`src/logic/pps_pkg.sv`:
```
package pps_pkg;

	////////////////////////////////////////////////////////////////////////////////
	// Register bus shape
	localparam int ADDR_W = 16;
	localparam int DATA_W = 8;

	// Register byte offsets
	localparam logic [15:0] PORT6_POWER_OFS = 16'h3c14;
	localparam logic [15:0] PORT7_POWER_OFS = 16'h3c18;
	localparam logic [15:0] PORT1_OCS_OFS   = 16'h3c20;
	localparam logic [15:0] PORT2_OCS_OFS   = 16'h3c24;
	localparam logic [15:0] PORT_STATUS_OFS = 16'h3c40;

	////////////////////////////////////////////////////////////////////////////////
	// Power register field positions
	localparam int PWR_COMBINED_BIT = 7;
	localparam int PWR_RSVD_BIT     = 6;
	localparam int PWR_DISABLE_BIT  = 5;
	localparam int PWR_FIXED_BIT    = 4;
	localparam int SRC_MSB          = 3;
	localparam int SRC_LSB          = 0;

	// Writable bits of a power register (bit 6 stays zero)
	localparam logic [7:0] PWR_WR_MASK = 8'hbf;

	// Power source codes
	localparam logic [3:0] PWR_SRC_OFF    = 4'h0;
	localparam logic [3:0] PWR_SRC_USB2   = 4'h1;
	localparam logic [3:0] PWR_SRC_USB3   = 4'h2;
	localparam logic [3:0] PWR_SRC_EITHER = 4'h3;
	localparam logic [3:0] PWR_SRC_GPIO   = 4'h4;

	// Over-current source codes
	localparam logic [3:0] OCS_SRC_OFF   = 4'h0;
	localparam logic [3:0] OCS_SRC_PIN   = 4'h1;
	localparam logic [3:0] OCS_SRC_GPIO  = 4'h2;
	localparam logic [3:0] OCS_SRC_FORCE = 4'hf;

	////////////////////////////////////////////////////////////////////////////////
	// Values after reset
	localparam logic [7:0] PWR_CFG_RST = 8'h00;
	localparam logic [7:0] OCS_CFG_RST = 8'h00;

	// Pin synchroniser width: two power gpio, two ocs pins, two ocs gpio
	localparam int PIN_N = 6;

endpackage : pps_pkg

```
`src/logic/pps_regs.sv`:
```
// Added by the designer: strobed register access.
`timescale 1ns/1ps

//Contract
// - Power register bit 7 selects separate or shared power and sense pins.
// - Power register bit 5 set marks the port permanently disabled to hub logic.
// - Power register bit 4 set flags a permanently attached device.
// - Source code 0 keeps power off, 1 follows USB2, 2 follows USB3.
// - Source code 3 powers on either state, code 4 follows gpio.
// - Sense code 0 disables, 1 takes sense pin, 2 takes gpio.
// - Sense code 15 forces sense on, for test only.
// - Unlisted source and sense codes are reserved, no defined behaviour.
module pps_regs
(
	input  wire logic                       clk_sys_i,       // System clock, 200 MHz
	input  wire logic                       resetn_i,        // Async reset, active low
	input  wire logic [pps_pkg::ADDR_W-1:0] addr_i,          // Register byte address
	input  wire logic [pps_pkg::DATA_W-1:0] wdata_i,         // Write data
	input  wire logic                       wr_i,            // Write strobe
	input  wire logic                       rd_i,            // Read strobe
	output logic      [pps_pkg::DATA_W-1:0] rdata_o,         // Read data, next cycle
	input  wire logic [1:0]                 usb2_pwr_i,      // USB2 power state, ports 6/7
	input  wire logic [1:0]                 usb3_pwr_i,      // USB3 power state, ports 6/7
	input  wire logic [1:0]                 pwr_gpio_i,      // Power gpio pins, ports 6/7
	input  wire logic [1:0]                 ocs_pin_i,       // Sense pins, ports 1/2
	input  wire logic [1:0]                 ocs_gpio_i,      // Sense gpio pins, ports 1/2
	output logic      [1:0]                 port_pwr_o,      // Power enable, ports 6/7
	output logic      [1:0]                 port_disabled_o, // Unavailable, ports 6/7
	output logic      [1:0]                 fixed_attached_device_o, // Ports 6/7
	output logic      [1:0]                 combined_mode_o, // Shared pins, ports 6/7
	output logic      [1:0]                 overcurrent_sense_o, // Sense, ports 1/2
	output logic      [1:0]                 ocs_disabled_o   // Sense off, ports 1/2
);
	import pps_pkg::*;

	logic [DATA_W-1:0] pwr_cfg_q [2];
	logic [DATA_W-1:0] ocs_cfg_q [2];
	logic [PIN_N-1:0]  pin_meta_q;
	logic [PIN_N-1:0]  pin_sync_q;
	logic [1:0]        pwr_gpio_s;
	logic [1:0]        ocs_pin_s;
	logic [1:0]        ocs_gpio_s;
	logic [1:0]        pwr_rsvd;
	logic [1:0]        ocs_rsvd_q;
	logic [DATA_W-1:0] status;
	logic [DATA_W-1:0] rd_mux;

	////////////////////////////////////////////////////////////////////////////////
	// Two-stage synchroniser for all pin inputs
	always_ff @(posedge clk_sys_i or negedge resetn_i)
	begin
		if (!resetn_i)
		begin
			pin_meta_q <= '0;
			pin_sync_q <= '0;
		end
		else
		begin
			pin_meta_q <= {ocs_gpio_i, ocs_pin_i, pwr_gpio_i};
			pin_sync_q <= pin_meta_q;
		end
	end

	assign pwr_gpio_s = pin_sync_q[1:0];
	assign ocs_pin_s  = pin_sync_q[3:2];
	assign ocs_gpio_s = pin_sync_q[5:4];

	////////////////////////////////////////////////////////////////////////////////
	// Power registers, bit 6 never stored
	always_ff @(posedge clk_sys_i or negedge resetn_i)
	begin
		if (!resetn_i)
		begin
			pwr_cfg_q[0] <= PWR_CFG_RST;
			pwr_cfg_q[1] <= PWR_CFG_RST;
		end
		else if (wr_i)
		begin
			if (addr_i == PORT6_POWER_OFS)
				pwr_cfg_q[0] <= wdata_i & PWR_WR_MASK;
			if (addr_i == PORT7_POWER_OFS)
				pwr_cfg_q[1] <= wdata_i & PWR_WR_MASK;
		end
	end

	// Over-current registers, all eight bits stored
	always_ff @(posedge clk_sys_i or negedge resetn_i)
	begin
		if (!resetn_i)
		begin
			ocs_cfg_q[0] <= OCS_CFG_RST;
			ocs_cfg_q[1] <= OCS_CFG_RST;
		end
		else if (wr_i)
		begin
			if (addr_i == PORT1_OCS_OFS)
				ocs_cfg_q[0] <= wdata_i;
			if (addr_i == PORT2_OCS_OFS)
				ocs_cfg_q[1] <= wdata_i;
		end
	end

	////////////////////////////////////////////////////////////////////////////////
	// Power decode for ports 6 and 7
	generate
		for (genvar p = 0; p < 2; p++)
		begin : g_pwr
			pps_pwr_dec u_dec
			(
				.clk_sys_i  (clk_sys_i),
				.resetn_i   (resetn_i),
				.cfg_i      (pwr_cfg_q[p]),
				.usb2_pwr_i (usb2_pwr_i[p]),
				.usb3_pwr_i (usb3_pwr_i[p]),
				.gpio_pwr_i (pwr_gpio_s[p]),
				.pwr_o      (port_pwr_o[p]),
				.disabled_o (port_disabled_o[p]),
				.fixed_o    (fixed_attached_device_o[p]),
				.combined_o (combined_mode_o[p]),
				.rsvd_o     (pwr_rsvd[p])
			);
		end
	endgenerate

	////////////////////////////////////////////////////////////////////////////////
	// Over-current source selection for ports 1 and 2; upper bits unused
	generate
		for (genvar o = 0; o < 2; o++)
		begin : g_ocs
			always_ff @(posedge clk_sys_i or negedge resetn_i)
			begin
				if (!resetn_i)
				begin
					overcurrent_sense_o[o] <= 1'b0;
					ocs_disabled_o[o]      <= 1'b0;
					ocs_rsvd_q[o]          <= 1'b0;
				end
				else
				begin
					ocs_disabled_o[o] <= 1'b0;
					ocs_rsvd_q[o]     <= 1'b0;
					case (ocs_cfg_q[o][SRC_MSB:SRC_LSB])
						OCS_SRC_OFF:
						begin
							overcurrent_sense_o[o] <= 1'b0;
							ocs_disabled_o[o]      <= 1'b1;
						end
						OCS_SRC_PIN:   overcurrent_sense_o[o] <= ocs_pin_s[o];
						OCS_SRC_GPIO:  overcurrent_sense_o[o] <= ocs_gpio_s[o];
						OCS_SRC_FORCE: overcurrent_sense_o[o] <= 1'b1;
						default:
						begin
							overcurrent_sense_o[o] <= 1'b0;
							ocs_rsvd_q[o]          <= 1'b1;
						end
					endcase
				end
			end
		end
	endgenerate

	////////////////////////////////////////////////////////////////////////////////
	// Status view of live port state
	assign status = {ocs_rsvd_q, pwr_rsvd, overcurrent_sense_o, port_pwr_o};

	// Read selection, unmapped addresses read zero
	always_comb
	begin
		rd_mux = '0;
		case (addr_i)
			PORT6_POWER_OFS: rd_mux = pwr_cfg_q[0];
			PORT7_POWER_OFS: rd_mux = pwr_cfg_q[1];
			PORT1_OCS_OFS:   rd_mux = ocs_cfg_q[0];
			PORT2_OCS_OFS:   rd_mux = ocs_cfg_q[1];
			PORT_STATUS_OFS: rd_mux = status;
			default:         rd_mux = '0;
		endcase
	end

	// Read data stands only in the cycle after the strobe
	always_ff @(posedge clk_sys_i or negedge resetn_i)
	begin
		if (!resetn_i)
			rdata_o <= '0;
		else if (rd_i)
			rdata_o <= rd_mux;
		else
			rdata_o <= '0;
	end

	////////////////////////////////////////////////////////////////////////////////
	// Checks
	a_ocs_pin_path: assert property (@(posedge clk_sys_i) disable iff (!resetn_i)
		(ocs_cfg_q[0][3:0] == OCS_SRC_PIN) [*4] |-> overcurrent_sense_o[0] == $past(ocs_pin_i[0], 3))
		else $error("port1 sense not from pin");
	a_ocs_gpio_path: assert property (@(posedge clk_sys_i) disable iff (!resetn_i)
		(ocs_cfg_q[1][3:0] == OCS_SRC_GPIO) [*4] |-> overcurrent_sense_o[1] == $past(ocs_gpio_i[1], 3))
		else $error("port2 sense not from gpio");
	a_ocs_force_on: assert property (@(posedge clk_sys_i) disable iff (!resetn_i)
		(ocs_cfg_q[0][3:0] == OCS_SRC_FORCE) |=> overcurrent_sense_o[0])
		else $error("forced sense not on");
	a_ocs_off_ignored: assert property (@(posedge clk_sys_i) disable iff (!resetn_i)
		(ocs_cfg_q[1][3:0] == OCS_SRC_OFF) |=> !overcurrent_sense_o[1] && ocs_disabled_o[1])
		else $error("disabled port reports sense");
	a_ocs_rsvd_quiet: assert property (@(posedge clk_sys_i) disable iff (!resetn_i)
		ocs_rsvd_q[0] |-> !overcurrent_sense_o[0]) else $error("reserved sense code active");
	a_rsvd_bit_zero: assert property (@(posedge clk_sys_i) disable iff (!resetn_i)
		(rd_i && addr_i == PORT6_POWER_OFS) |=> !rdata_o[PWR_RSVD_BIT])
		else $error("power reserved bit reads one");
	a_write_readback: assert property (@(posedge clk_sys_i) disable iff (!resetn_i)
		(wr_i && addr_i == PORT1_OCS_OFS) ##1 (rd_i && !wr_i && addr_i == PORT1_OCS_OFS)
		|=> rdata_o == $past(wdata_i, 2)) else $error("sense register readback wrong");
	a_read_one_cycle: assert property (@(posedge clk_sys_i) disable iff (!resetn_i)
		!rd_i |=> rdata_o == '0) else $error("read data outside its cycle");
	a_status_power: assert property (@(posedge clk_sys_i) disable iff (!resetn_i)
		(rd_i && addr_i == PORT_STATUS_OFS) |=> rdata_o[1:0] == $past(port_pwr_o))
		else $error("status power bits wrong");

	// Synchroniser and register storage
	a_sync_shift: assert property (@(posedge clk_sys_i) disable iff (!resetn_i)
		pin_sync_q == $past(pin_meta_q)) else $error("pin synchroniser not shifting");
	a_sync_capture: assert property (@(posedge clk_sys_i) disable iff (!resetn_i)
		$past(resetn_i) |-> pin_meta_q == $past({ocs_gpio_i, ocs_pin_i, pwr_gpio_i}))
		else $error("pin synchroniser missed input");
	a_pwr6_write: assert property (@(posedge clk_sys_i) disable iff (!resetn_i)
		(wr_i && addr_i == PORT6_POWER_OFS) |=> pwr_cfg_q[0] == ($past(wdata_i) & PWR_WR_MASK))
		else $error("port6 power write wrong");
	a_pwr7_write: assert property (@(posedge clk_sys_i) disable iff (!resetn_i)
		(wr_i && addr_i == PORT7_POWER_OFS) |=> pwr_cfg_q[1] == ($past(wdata_i) & PWR_WR_MASK))
		else $error("port7 power write wrong");
	a_ocs1_write: assert property (@(posedge clk_sys_i) disable iff (!resetn_i)
		(wr_i && addr_i == PORT1_OCS_OFS) |=> ocs_cfg_q[0] == $past(wdata_i))
		else $error("port1 sense write wrong");
	a_ocs2_write: assert property (@(posedge clk_sys_i) disable iff (!resetn_i)
		(wr_i && addr_i == PORT2_OCS_OFS) |=> ocs_cfg_q[1] == $past(wdata_i))
		else $error("port2 sense write wrong");
	a_rsvd_not_stored: assert property (@(posedge clk_sys_i) disable iff (!resetn_i)
		!pwr_cfg_q[0][PWR_RSVD_BIT] && !pwr_cfg_q[1][PWR_RSVD_BIT])
		else $error("power reserved bit stored");
	a_cfg_hold: assert property (@(posedge clk_sys_i) disable iff (!resetn_i)
		!wr_i |=> $stable(pwr_cfg_q[0]) && $stable(pwr_cfg_q[1])
		&& $stable(ocs_cfg_q[0]) && $stable(ocs_cfg_q[1]))
		else $error("config changed without a write");

	// Further sense paths of both ports
	a_ocs_pin_port2: assert property (@(posedge clk_sys_i) disable iff (!resetn_i)
		(ocs_cfg_q[1][3:0] == OCS_SRC_PIN) [*4] |-> overcurrent_sense_o[1] == $past(ocs_pin_i[1], 3))
		else $error("port2 sense not from pin");
	a_ocs_gpio_port1: assert property (@(posedge clk_sys_i) disable iff (!resetn_i)
		(ocs_cfg_q[0][3:0] == OCS_SRC_GPIO) [*4] |-> overcurrent_sense_o[0] == $past(ocs_gpio_i[0], 3))
		else $error("port1 sense not from gpio");
	a_ocs_force_port2: assert property (@(posedge clk_sys_i) disable iff (!resetn_i)
		(ocs_cfg_q[1][3:0] == OCS_SRC_FORCE) |=> overcurrent_sense_o[1])
		else $error("port2 forced sense not on");
	a_ocs_off_port1: assert property (@(posedge clk_sys_i) disable iff (!resetn_i)
		(ocs_cfg_q[0][3:0] == OCS_SRC_OFF) |=> !overcurrent_sense_o[0] && ocs_disabled_o[0])
		else $error("port1 disabled reports sense");
	a_ocs_dis_code: assert property (@(posedge clk_sys_i) disable iff (!resetn_i)
		ocs_disabled_o[0] |-> $past(ocs_cfg_q[0][3:0]) == OCS_SRC_OFF)
		else $error("sense off without off code");
	a_ocs_dis_quiet: assert property (@(posedge clk_sys_i) disable iff (!resetn_i)
		(ocs_disabled_o & overcurrent_sense_o) == 2'b00) else $error("sense on while off");
	a_rsvd_sense_off: assert property (@(posedge clk_sys_i) disable iff (!resetn_i)
		(ocs_rsvd_q & overcurrent_sense_o) == 2'b00) else $error("reserved sense active");

	// Read data and port flags
	a_rsvd_bit7_zero: assert property (@(posedge clk_sys_i) disable iff (!resetn_i)
		(rd_i && addr_i == PORT7_POWER_OFS) |=> !rdata_o[PWR_RSVD_BIT])
		else $error("port7 reserved bit reads one");
	a_rd_unmapped: assert property (@(posedge clk_sys_i) disable iff (!resetn_i)
		(rd_i && addr_i != PORT6_POWER_OFS && addr_i != PORT7_POWER_OFS
		&& addr_i != PORT1_OCS_OFS && addr_i != PORT2_OCS_OFS && addr_i != PORT_STATUS_OFS)
		|=> rdata_o == '0) else $error("unmapped read not zero");
	a_status_sense: assert property (@(posedge clk_sys_i) disable iff (!resetn_i)
		(rd_i && addr_i == PORT_STATUS_OFS) |=> rdata_o[3:2] == $past(overcurrent_sense_o))
		else $error("status sense bits wrong");
	a_status_rsvd: assert property (@(posedge clk_sys_i) disable iff (!resetn_i)
		(rd_i && addr_i == PORT_STATUS_OFS) |=> rdata_o[7:4] == $past({ocs_rsvd_q, pwr_rsvd}))
		else $error("status reserved bits wrong");
	a_disabled_track: assert property (@(posedge clk_sys_i) disable iff (!resetn_i)
		port_disabled_o == $past({pwr_cfg_q[1][PWR_DISABLE_BIT],
		pwr_cfg_q[0][PWR_DISABLE_BIT]})) else $error("disabled flags lag config");
	a_combined_track: assert property (@(posedge clk_sys_i) disable iff (!resetn_i)
		combined_mode_o == $past({pwr_cfg_q[1][PWR_COMBINED_BIT],
		pwr_cfg_q[0][PWR_COMBINED_BIT]})) else $error("combined flags lag config");
	a_fixed_track: assert property (@(posedge clk_sys_i) disable iff (!resetn_i)
		fixed_attached_device_o == $past({pwr_cfg_q[1][PWR_FIXED_BIT],
		pwr_cfg_q[0][PWR_FIXED_BIT]})) else $error("fixed flags lag config");
	a_pwr_disabled_port: assert property (@(posedge clk_sys_i) disable iff (!resetn_i)
		(port_disabled_o & port_pwr_o) == 2'b00) else $error("disabled port has power");
	a_rsvd_pwr_off: assert property (@(posedge clk_sys_i) disable iff (!resetn_i)
		(pwr_rsvd & port_pwr_o) == 2'b00) else $error("reserved power code active");

	c_pwr_gpio_on: cover property (@(posedge clk_sys_i) disable iff (!resetn_i)
		pwr_cfg_q[0][3:0] == PWR_SRC_GPIO ##1 port_pwr_o[0]);
	c_ocs_force: cover property (@(posedge clk_sys_i) disable iff (!resetn_i)
		ocs_cfg_q[1][3:0] == OCS_SRC_FORCE ##1 overcurrent_sense_o[1]);
	c_port_disabled: cover property (@(posedge clk_sys_i) disable iff (!resetn_i)
		port_disabled_o[1] && fixed_attached_device_o[1]);
	c_status_read: cover property (@(posedge clk_sys_i) disable iff (!resetn_i)
		rd_i && addr_i == PORT_STATUS_OFS);

endmodule : pps_regs

```
`src/logic/pps_pwr_dec.sv`:
```
`timescale 1ns/1ps

// Decodes one port power register into registered port controls
module pps_pwr_dec
(
	input  wire logic                      clk_sys_i,  // System clock
	input  wire logic                      resetn_i,   // Async reset, active low
	input  wire logic [pps_pkg::DATA_W-1:0] cfg_i,     // Power register value
	input  wire logic                      usb2_pwr_i, // USB2 port power state
	input  wire logic                      usb3_pwr_i, // USB3 port power state
	input  wire logic                      gpio_pwr_i, // Synchronised gpio level
	output logic                           pwr_o,      // Port power enable
	output logic                           disabled_o, // Port unavailable
	output logic                           fixed_o,    // Non-removable device
	output logic                           combined_o, // Shared power/sense pins
	output logic                           rsvd_o      // Reserved source code
);
	import pps_pkg::*;

	logic [3:0] src;
	logic       dis;

	assign src = cfg_i[SRC_MSB:SRC_LSB];
	assign dis = cfg_i[PWR_DISABLE_BIT];

	////////////////////////////////////////////////////////////////////////////////
	// Power source selection, disabled port held off
	always_ff @(posedge clk_sys_i or negedge resetn_i)
	begin
		if (!resetn_i)
		begin
			pwr_o  <= 1'b0;
			rsvd_o <= 1'b0;
		end
		else
		begin
			rsvd_o <= 1'b0;
			if (dis)
				pwr_o <= 1'b0;
			else
			begin
				case (src)
					PWR_SRC_OFF:    pwr_o <= 1'b0;
					PWR_SRC_USB2:   pwr_o <= usb2_pwr_i;
					PWR_SRC_USB3:   pwr_o <= usb3_pwr_i;
					PWR_SRC_EITHER: pwr_o <= usb2_pwr_i | usb3_pwr_i;
					PWR_SRC_GPIO:   pwr_o <= gpio_pwr_i;
					default:
					begin
						pwr_o  <= 1'b0;
						rsvd_o <= 1'b1;
					end
				endcase
			end
		end
	end

	// Port attribute flags toward the hub logic
	always_ff @(posedge clk_sys_i or negedge resetn_i)
	begin
		if (!resetn_i)
		begin
			disabled_o <= 1'b0;
			fixed_o    <= 1'b0;
			combined_o <= 1'b0;
		end
		else
		begin
			disabled_o <= dis;
			fixed_o    <= cfg_i[PWR_FIXED_BIT];
			combined_o <= cfg_i[PWR_COMBINED_BIT];
		end
	end

	////////////////////////////////////////////////////////////////////////////////
	// Checks
	a_pwr_src_off: assert property (@(posedge clk_sys_i) disable iff (!resetn_i)
		(src == PWR_SRC_OFF) |=> !pwr_o) else $error("power on with off code");
	a_pwr_follow_usb2: assert property (@(posedge clk_sys_i) disable iff (!resetn_i)
		(!dis && src == PWR_SRC_USB2) |=> pwr_o == $past(usb2_pwr_i))
		else $error("power not following usb2");
	a_pwr_follow_usb3: assert property (@(posedge clk_sys_i) disable iff (!resetn_i)
		(!dis && src == PWR_SRC_USB3) |=> pwr_o == $past(usb3_pwr_i))
		else $error("power not following usb3");
	a_pwr_either_on: assert property (@(posedge clk_sys_i) disable iff (!resetn_i)
		(!dis && src == PWR_SRC_EITHER) |=> pwr_o == ($past(usb2_pwr_i) | $past(usb3_pwr_i)))
		else $error("power not either state");
	a_pwr_follow_gpio: assert property (@(posedge clk_sys_i) disable iff (!resetn_i)
		(!dis && src == PWR_SRC_GPIO) |=> pwr_o == $past(gpio_pwr_i))
		else $error("power not following gpio");
	a_pwr_disable_off: assert property (@(posedge clk_sys_i) disable iff (!resetn_i)
		dis [*2] |-> !pwr_o && disabled_o) else $error("disabled port powered");
	a_pwr_rsvd_off: assert property (@(posedge clk_sys_i) disable iff (!resetn_i)
		rsvd_o |-> !pwr_o && src > PWR_SRC_GPIO || $changed(cfg_i))
		else $error("reserved code powered port");
	a_pwr_flags_track: assert property (@(posedge clk_sys_i) disable iff (!resetn_i)
		##1 (fixed_o == $past(cfg_i[PWR_FIXED_BIT]) && combined_o == $past(cfg_i[PWR_COMBINED_BIT])))
		else $error("port flags lag config");

endmodule : pps_pwr_dec

```
`config.mk`:
```
export PLATFORM = sky130hd
export DESIGN_NAME = pps_regs
export DESIGN_NICKNAME = d
export VERILOG_FILES = /design/src/logic/pps_pkg.sv /design/src/logic/pps_regs.sv /design/src/logic/pps_pwr_dec.sv
export SDC_FILE = /design/constraint.sdc
export NUM_CORES = 1
export LEC_CHECK = 0
export BUFFER_PORTS_ARGS = -buffer_cell sky130_fd_sc_hd__buf_2
export CAP_MARGIN = 0
export CELL_PAD_IN_SITES_DETAIL_PLACEMENT = 0
export CELL_PAD_IN_SITES_GLOBAL_PLACEMENT = 1
export CORE_AREA = 3 3 80 100
export CTS_CLUSTER_DIAMETER = 150
export DETAILED_ROUTE_END_ITERATION = 8
export DIE_AREA = 0 0 83 103
export HOLD_SLACK_MARGIN = 0.03
export PLACE_DENSITY_LB_ADDON = 0.1
export SKIP_CTS_REPAIR_TIMING = 1
export SYNTH_ARGS = -nofsm -noshare
export SYNTH_HDL_FRONTEND = slang
export SYNTH_SLANG_ARGS = --single-unit
export TNS_END_PERCENT = 10
```
`constraint.sdc`:
```
create_clock -name clk_sys_i -period 1.01 [get_ports clk_sys_i]
set_input_delay 0.202 -clock clk_sys_i [delete_from_list [all_inputs] [get_ports clk_sys_i]]
set_output_delay 0.202 -clock clk_sys_i [all_outputs]
set_load 0.01 [all_outputs]
```
Word-level counts from Yosys, hierarchy flattened:

Cells that the tools add are included.

* register bits after elaboration: 66
* input bits: 38
* output and inout port bits: 20
* logic and storage cells: 72

* equality and inequality tests: 19
* mux-type cells: 16
* bitwise gates (word level): 2
* reduce and logical (&&, ||, !) cells: 12

Operators by type and width (number)
* $eq A16 B14 Y1 const B: 5
* $pmux W8 S5: 1
* $eq A4 B2 Y1 const B: 6
* $eq A4 B1 Y1 const B: 4
* $logic_not A4 Y1: 4
* $mux W1: 10
* $reduce_or A5 Y1: 2
* $eq A4 B3 Y1 const B: 2
* $eq A4 B4 Y1 const B: 2
* $mux W8: 1
* $pmux W1 S4: 2
* $reduce_and A2 Y1: 4
* $reduce_or A4 Y1: 2
* $pmux W1 S3: 2
* $or A1 B1 Y1: 2

Longest topological paths before layout:

* depth in word-level cells: 4
* depth in mapped cells: 6
* mapped depth without buffers: 4

By module:

From an unflattened synthesis, not the netlist that was laid out.

* cells, all modules: 189
* area total of the unflattened synthesis: 2736.4 sq um

Modules (own cells, without submodules)
* pps_regs: times used 1, cells an instance 165, area each 2391.0 sq um, seq. area each 1401.3 sq um
* pps_pwr_dec: times used 2, cells an instance 12, area each 172.7 sq um, seq. area each 125.1 sq um

Worst setup path after synthesis:

No wires, ideal clock.

* path kind: input to register
* start point: input port addr_i[5] in the netlist's numbering
* end point: register pwr_cfg_q[0] in the netlist's numbering
* setup time: 125 ps
* data arrival time: 1435 ps
* required time: 885 ps
* slack: -550 ps
* stages on the path: 6
* path buffers: 2
* path through: nor3b_4 and3b_1 buf_6 and3_4 buf_12 mux2_4

* word-level cells in the longest chain between the ends: 2

Ends and longest elaborated chain
* from (decl): line pps_regs.sv:17 `input wire logic [pps_pkg::ADDR_W-1:0] addr_i,`
* $eq A16 B14 Y1: line pps_regs.sv:81 `if (addr_i == PORT7_POWER_OFS)`
* $reduce_and A2 Y1 (no source line)
* to (decl): line pps_regs.sv:36 `logic [DATA_W-1:0] pwr_cfg_q [2];`

Every way passes these cells.
A chain may end at the register's enable or synchronous reset.

Worst setup path after layout:

* start point: input port addr_i[14] in the netlist's numbering
* end point: register pwr_cfg_q[2] in the netlist's numbering

The elaborated chain is that of the path after synthesis.

==> impl_metrics.csv <==
group,metric,value,unit
outcome,outcome,"complete, but fails checks",
outcome,violations,"setup timing",
detailed_routing,antenna_left,0,
synthesis,yosys_warnings,0,
power_and_ir_drop,p_seq_frac,0.544,
global_routing,grt_util_all_layers,0.1612,
cells_and_area,drive_gt1_frac,0.5033,
timing,layout_worst_path_cycle_share,1.218,
power_and_ir_drop,powerDensity,1312,nW/µm²
floorplan,die_w,83,µm
cts,cts_buffers,9,
worst_setup_path,worst_setup_path_end_kind,"flip-flop",
worst_setup_path,r2r-start,"overcurrent_sense_o[1]",
synthesis,ys_seq_area_frac,0.6003,
timing,maxSlewViolCount,0,
power_and_ir_drop,p_sw,1.052,mW
synthesis,avgSynthCellArea,13.69,µm²
cts,clock_latency,0.33,ns
global_routing,grt_pass1_wl,10.33,mm
global_routing,gr-total-overflow,0,
worst_setup_path,critical_path_class,"in -> reg",
synthesis,yosysMostFrequentCell,"dfrtp_1",
floorplan,ios,58,
synthesis,syn_nets,239,
floorplan,rows,34,
synthesis,synth_top_area_share,0.6003,
floorplan,die_area,8549,µm²
floorplan,core,7062,µm²
power_and_ir_drop,switching_share,0.2140,
placement,gp_congestion,0.7739,
power_and_ir_drop,p_leak,1.835,nW
power_and_ir_drop,ir_drop,1.091,mV
timing,relSlewSlack,0.6890,
synthesis,syn-cell-area,2751,µm²
timing,setup_viol,54,
worst_setup_path,reg2reg_depth,3,
cells_and_area,fillCellCount,636,
placement,hpwl,4.691,mm
floorplan,floorplan.initialDensity,0.3896,
worst_setup_path,rrSetupSlack,-0.10,ns
timing,worst_slew_pin_slew,0.4644,ns
detailed_routing,drtIter0Drc,128,
cts,cts_tree,"built",
cells_and_area,layout.nets,337,
timing,fin_ws,-0.2202,ns
timing,rsz0062_at_grt,"yes",
placement,placed_area,3378,µm²
worst_setup_path,required,1.22,ns
synthesis,synth_edf_count,0,
detailed_routing,routed_wirelength,6.754,mm
power_and_ir_drop,p_int,3.863,mW
worst_setup_path,crit_arrival,1.44,ns
cts,path_clk_slew,0.06,ns
detailed_routing,vias,1998,
synthesis,netlist_instances,201,
synthesis,synth.area.top_cells,"dfrtp_1 (60%), mux2_2 (9.4%), a22o_1 (5.1%)",
synthesis,ys_types,37,
global_routing,grt_max_degree,32,
synthesis,ys_top_cells_by_count,"dfrtp_1 (66), mux2_2 (23), a22o_1 (16)",
hold_path,min_path_type,"in -> reg",
worst_setup_path,worst_setup_path_start_kind,"input pin",
detailed_routing,drc,0,
cts,cts_num_sinks,66,
worst_setup_path,crit_fanout,7,
cts,htree_levels,3,
global_routing,grt_pass1_vias,2006,
detailed_routing,dr.pass1.iters,4,
floorplan,die_h,103,µm
cts,cts.path.max_buffers,2,
timing,skew,0.008584,ns
timing,period_needed,1.230,ns
cts,root_buffer,"clkbuf_8",
hold_path,hold_depth,2,
worst_setup_path,timing.rr.end,"rdata_o[3]",
timing,setup-tns-final,-6.313,ns
synthesis,ys.flop_type,"dfrtp_1",
timing,holdWs,0.1344,ns
synthesis,ys_ff_latch,66,
timing,hold_viol,0,
timing,fmax,0.8129,GHz
run,cap_violations,0,
detailed_routing,viasPerCell,5.123,
synthesis,synthArstFlopShare,1.000,
synthesis,synth.largest_area_cell,"dfrtp_1",
power_and_ir_drop,p_clk_frac,0.388,
hold_path,worstHoldEndpoint,"ocs_cfg_q[6]",
detailed_routing,wl_per_cell,17.32,µm
hold_path,hp-start,"wdata_i[6]",
cells_and_area,area_growth,36.20,%
cells_and_area,stdcell_area,3747,µm²
placement,io_buffers,57,
cells_and_area,antenna_cells,0,
global_routing,antenna_found_initial,0,
power_and_ir_drop,share_comb_of_total_power,0.067,
cells in the final DEF (no fill, tap or decap), types with 2 or more instances in the layout:
cell,n
nor3_2,2
o21ai_0,2
inv_1,2
nor2_1,11
nand4_1,2
nand2_1,10
and3_4,2
buf_4,29
nor2_4,2
nor4_1,4
buf_12,5
mux2_4,15
a22oi_1,2
dfrtp_1,66
clkbuf_8,12
nand3_1,3
nor3_1,2
and3b_1,2
mux2_2,15
a22o_1,16
o32a_1,2
a21oi_1,3
a222oi_1,7
dlygate4sd3_1,7
nor2b_2,3
buf_6,7
buf_2,52
worst max-delay path: stages:
cell and delay [ns]:
buf_6 0.10, nor4bb_4 0.31, and3_4 0.23, and3_4 0.28, mux2_4 0.31
state kept, by name (all words and copies together) (netlist names):
signal	cells
ocs_cfg_q	16
ocs_disabled_o	2
g_pwr.u_dec.disabled_o	2
overcurrent_sense_o	2
g_pwr.u_dec.rsvd_o	2
pwr_cfg_q	14
g_pwr.u_dec.combined_o	2
g_pwr.u_dec.fixed_o	2
pin_sync_q	6
rdata_o	8
ocs_rsvd_q	2
pin_meta_q	6
g_pwr.u_dec.pwr_o	2
kinds of logic (layout without fill, tap and decap cells):
group / Yosys count / after routing / synth area share
muxes: 30 / 30 / 0.1323
and+or+nand+nor: 52 / 52 / 0.1105
buffers and inverters: 15 / 114 / 0.04047
DFF: 66 / 66 / 0.6003
AOI/OAI and AO/OA: 38 / 38 / 0.1164
layout make-up:
cell class	instances	area, µm²	share of cell area
Sequential cell	66	1652	0.4407
Multi-Input combinational cell	120	1084	0.2891
Inverter	2	7.507	0.002003
Timing Repair Buffer	100	726.9	0.1940
Tap cell	90	112.6	0.03005
Clock buffer	12	165.2	0.04407
worst max-delay path by stage:
stage / endpoint / from / slack (ns) / depth (start not counted)
after floorplan: pwr_cfg_q[0] / addr_i[6] / -0.55 / 6
after global placement: ocs_cfg_q[4] / addr_i[1] / -0.62 / 6
after detailed placement: ocs_cfg_q[3] / addr_i[1] / -0.62 / 6
after CTS: ocs_cfg_q[3] / addr_i[1] / -0.28 / 6
after global routing: pwr_cfg_q[0] / addr_i[9] / -0.26 / 5
final: pwr_cfg_q[2] / addr_i[14] / -0.22 / 5
power groups by stage:
stage | sequential [mW] | combinational, mW | clock, mW
floorplan | 2.72 | 0.0534 | 0
global placement | 2.72 | 0.283 | 0
detailed placement | 2.72 | 0.284 | 0
CTS | 2.68 | 0.284 | 1.97
global route | 2.68 | 0.364 | 2.08
finish | 2.68 | 0.332 | 1.91
stage by stage:
stage	setup slack (ns)	total power, mW	utilization	std cells
after floorplan	-0.5487	2.776	-	201
after global placement	-0.6158	3.007	0.4784	371
after detailed placement	-0.6222	3.009	0.4784	371
after CTS	-0.2818	4.927	0.5018	383
after global routing	-0.2629	5.116	0.5307	390
final	-0.2202	4.915	0.5307	390
routing by layer:
metal | part of all wire | GRT usage | vias to the layer above
met5 | 0 | 0 | -
met1 | 0.43 | 0.1904 | 969
met3 | 0.053 | 0.03917 | 9
met4 | 0.016 | 0.08302 | 0
li1 | - | - | 944
met2 | 0.50 | 0.2759 | 76
No activity file was read; power rests on OpenSTA's default activity.
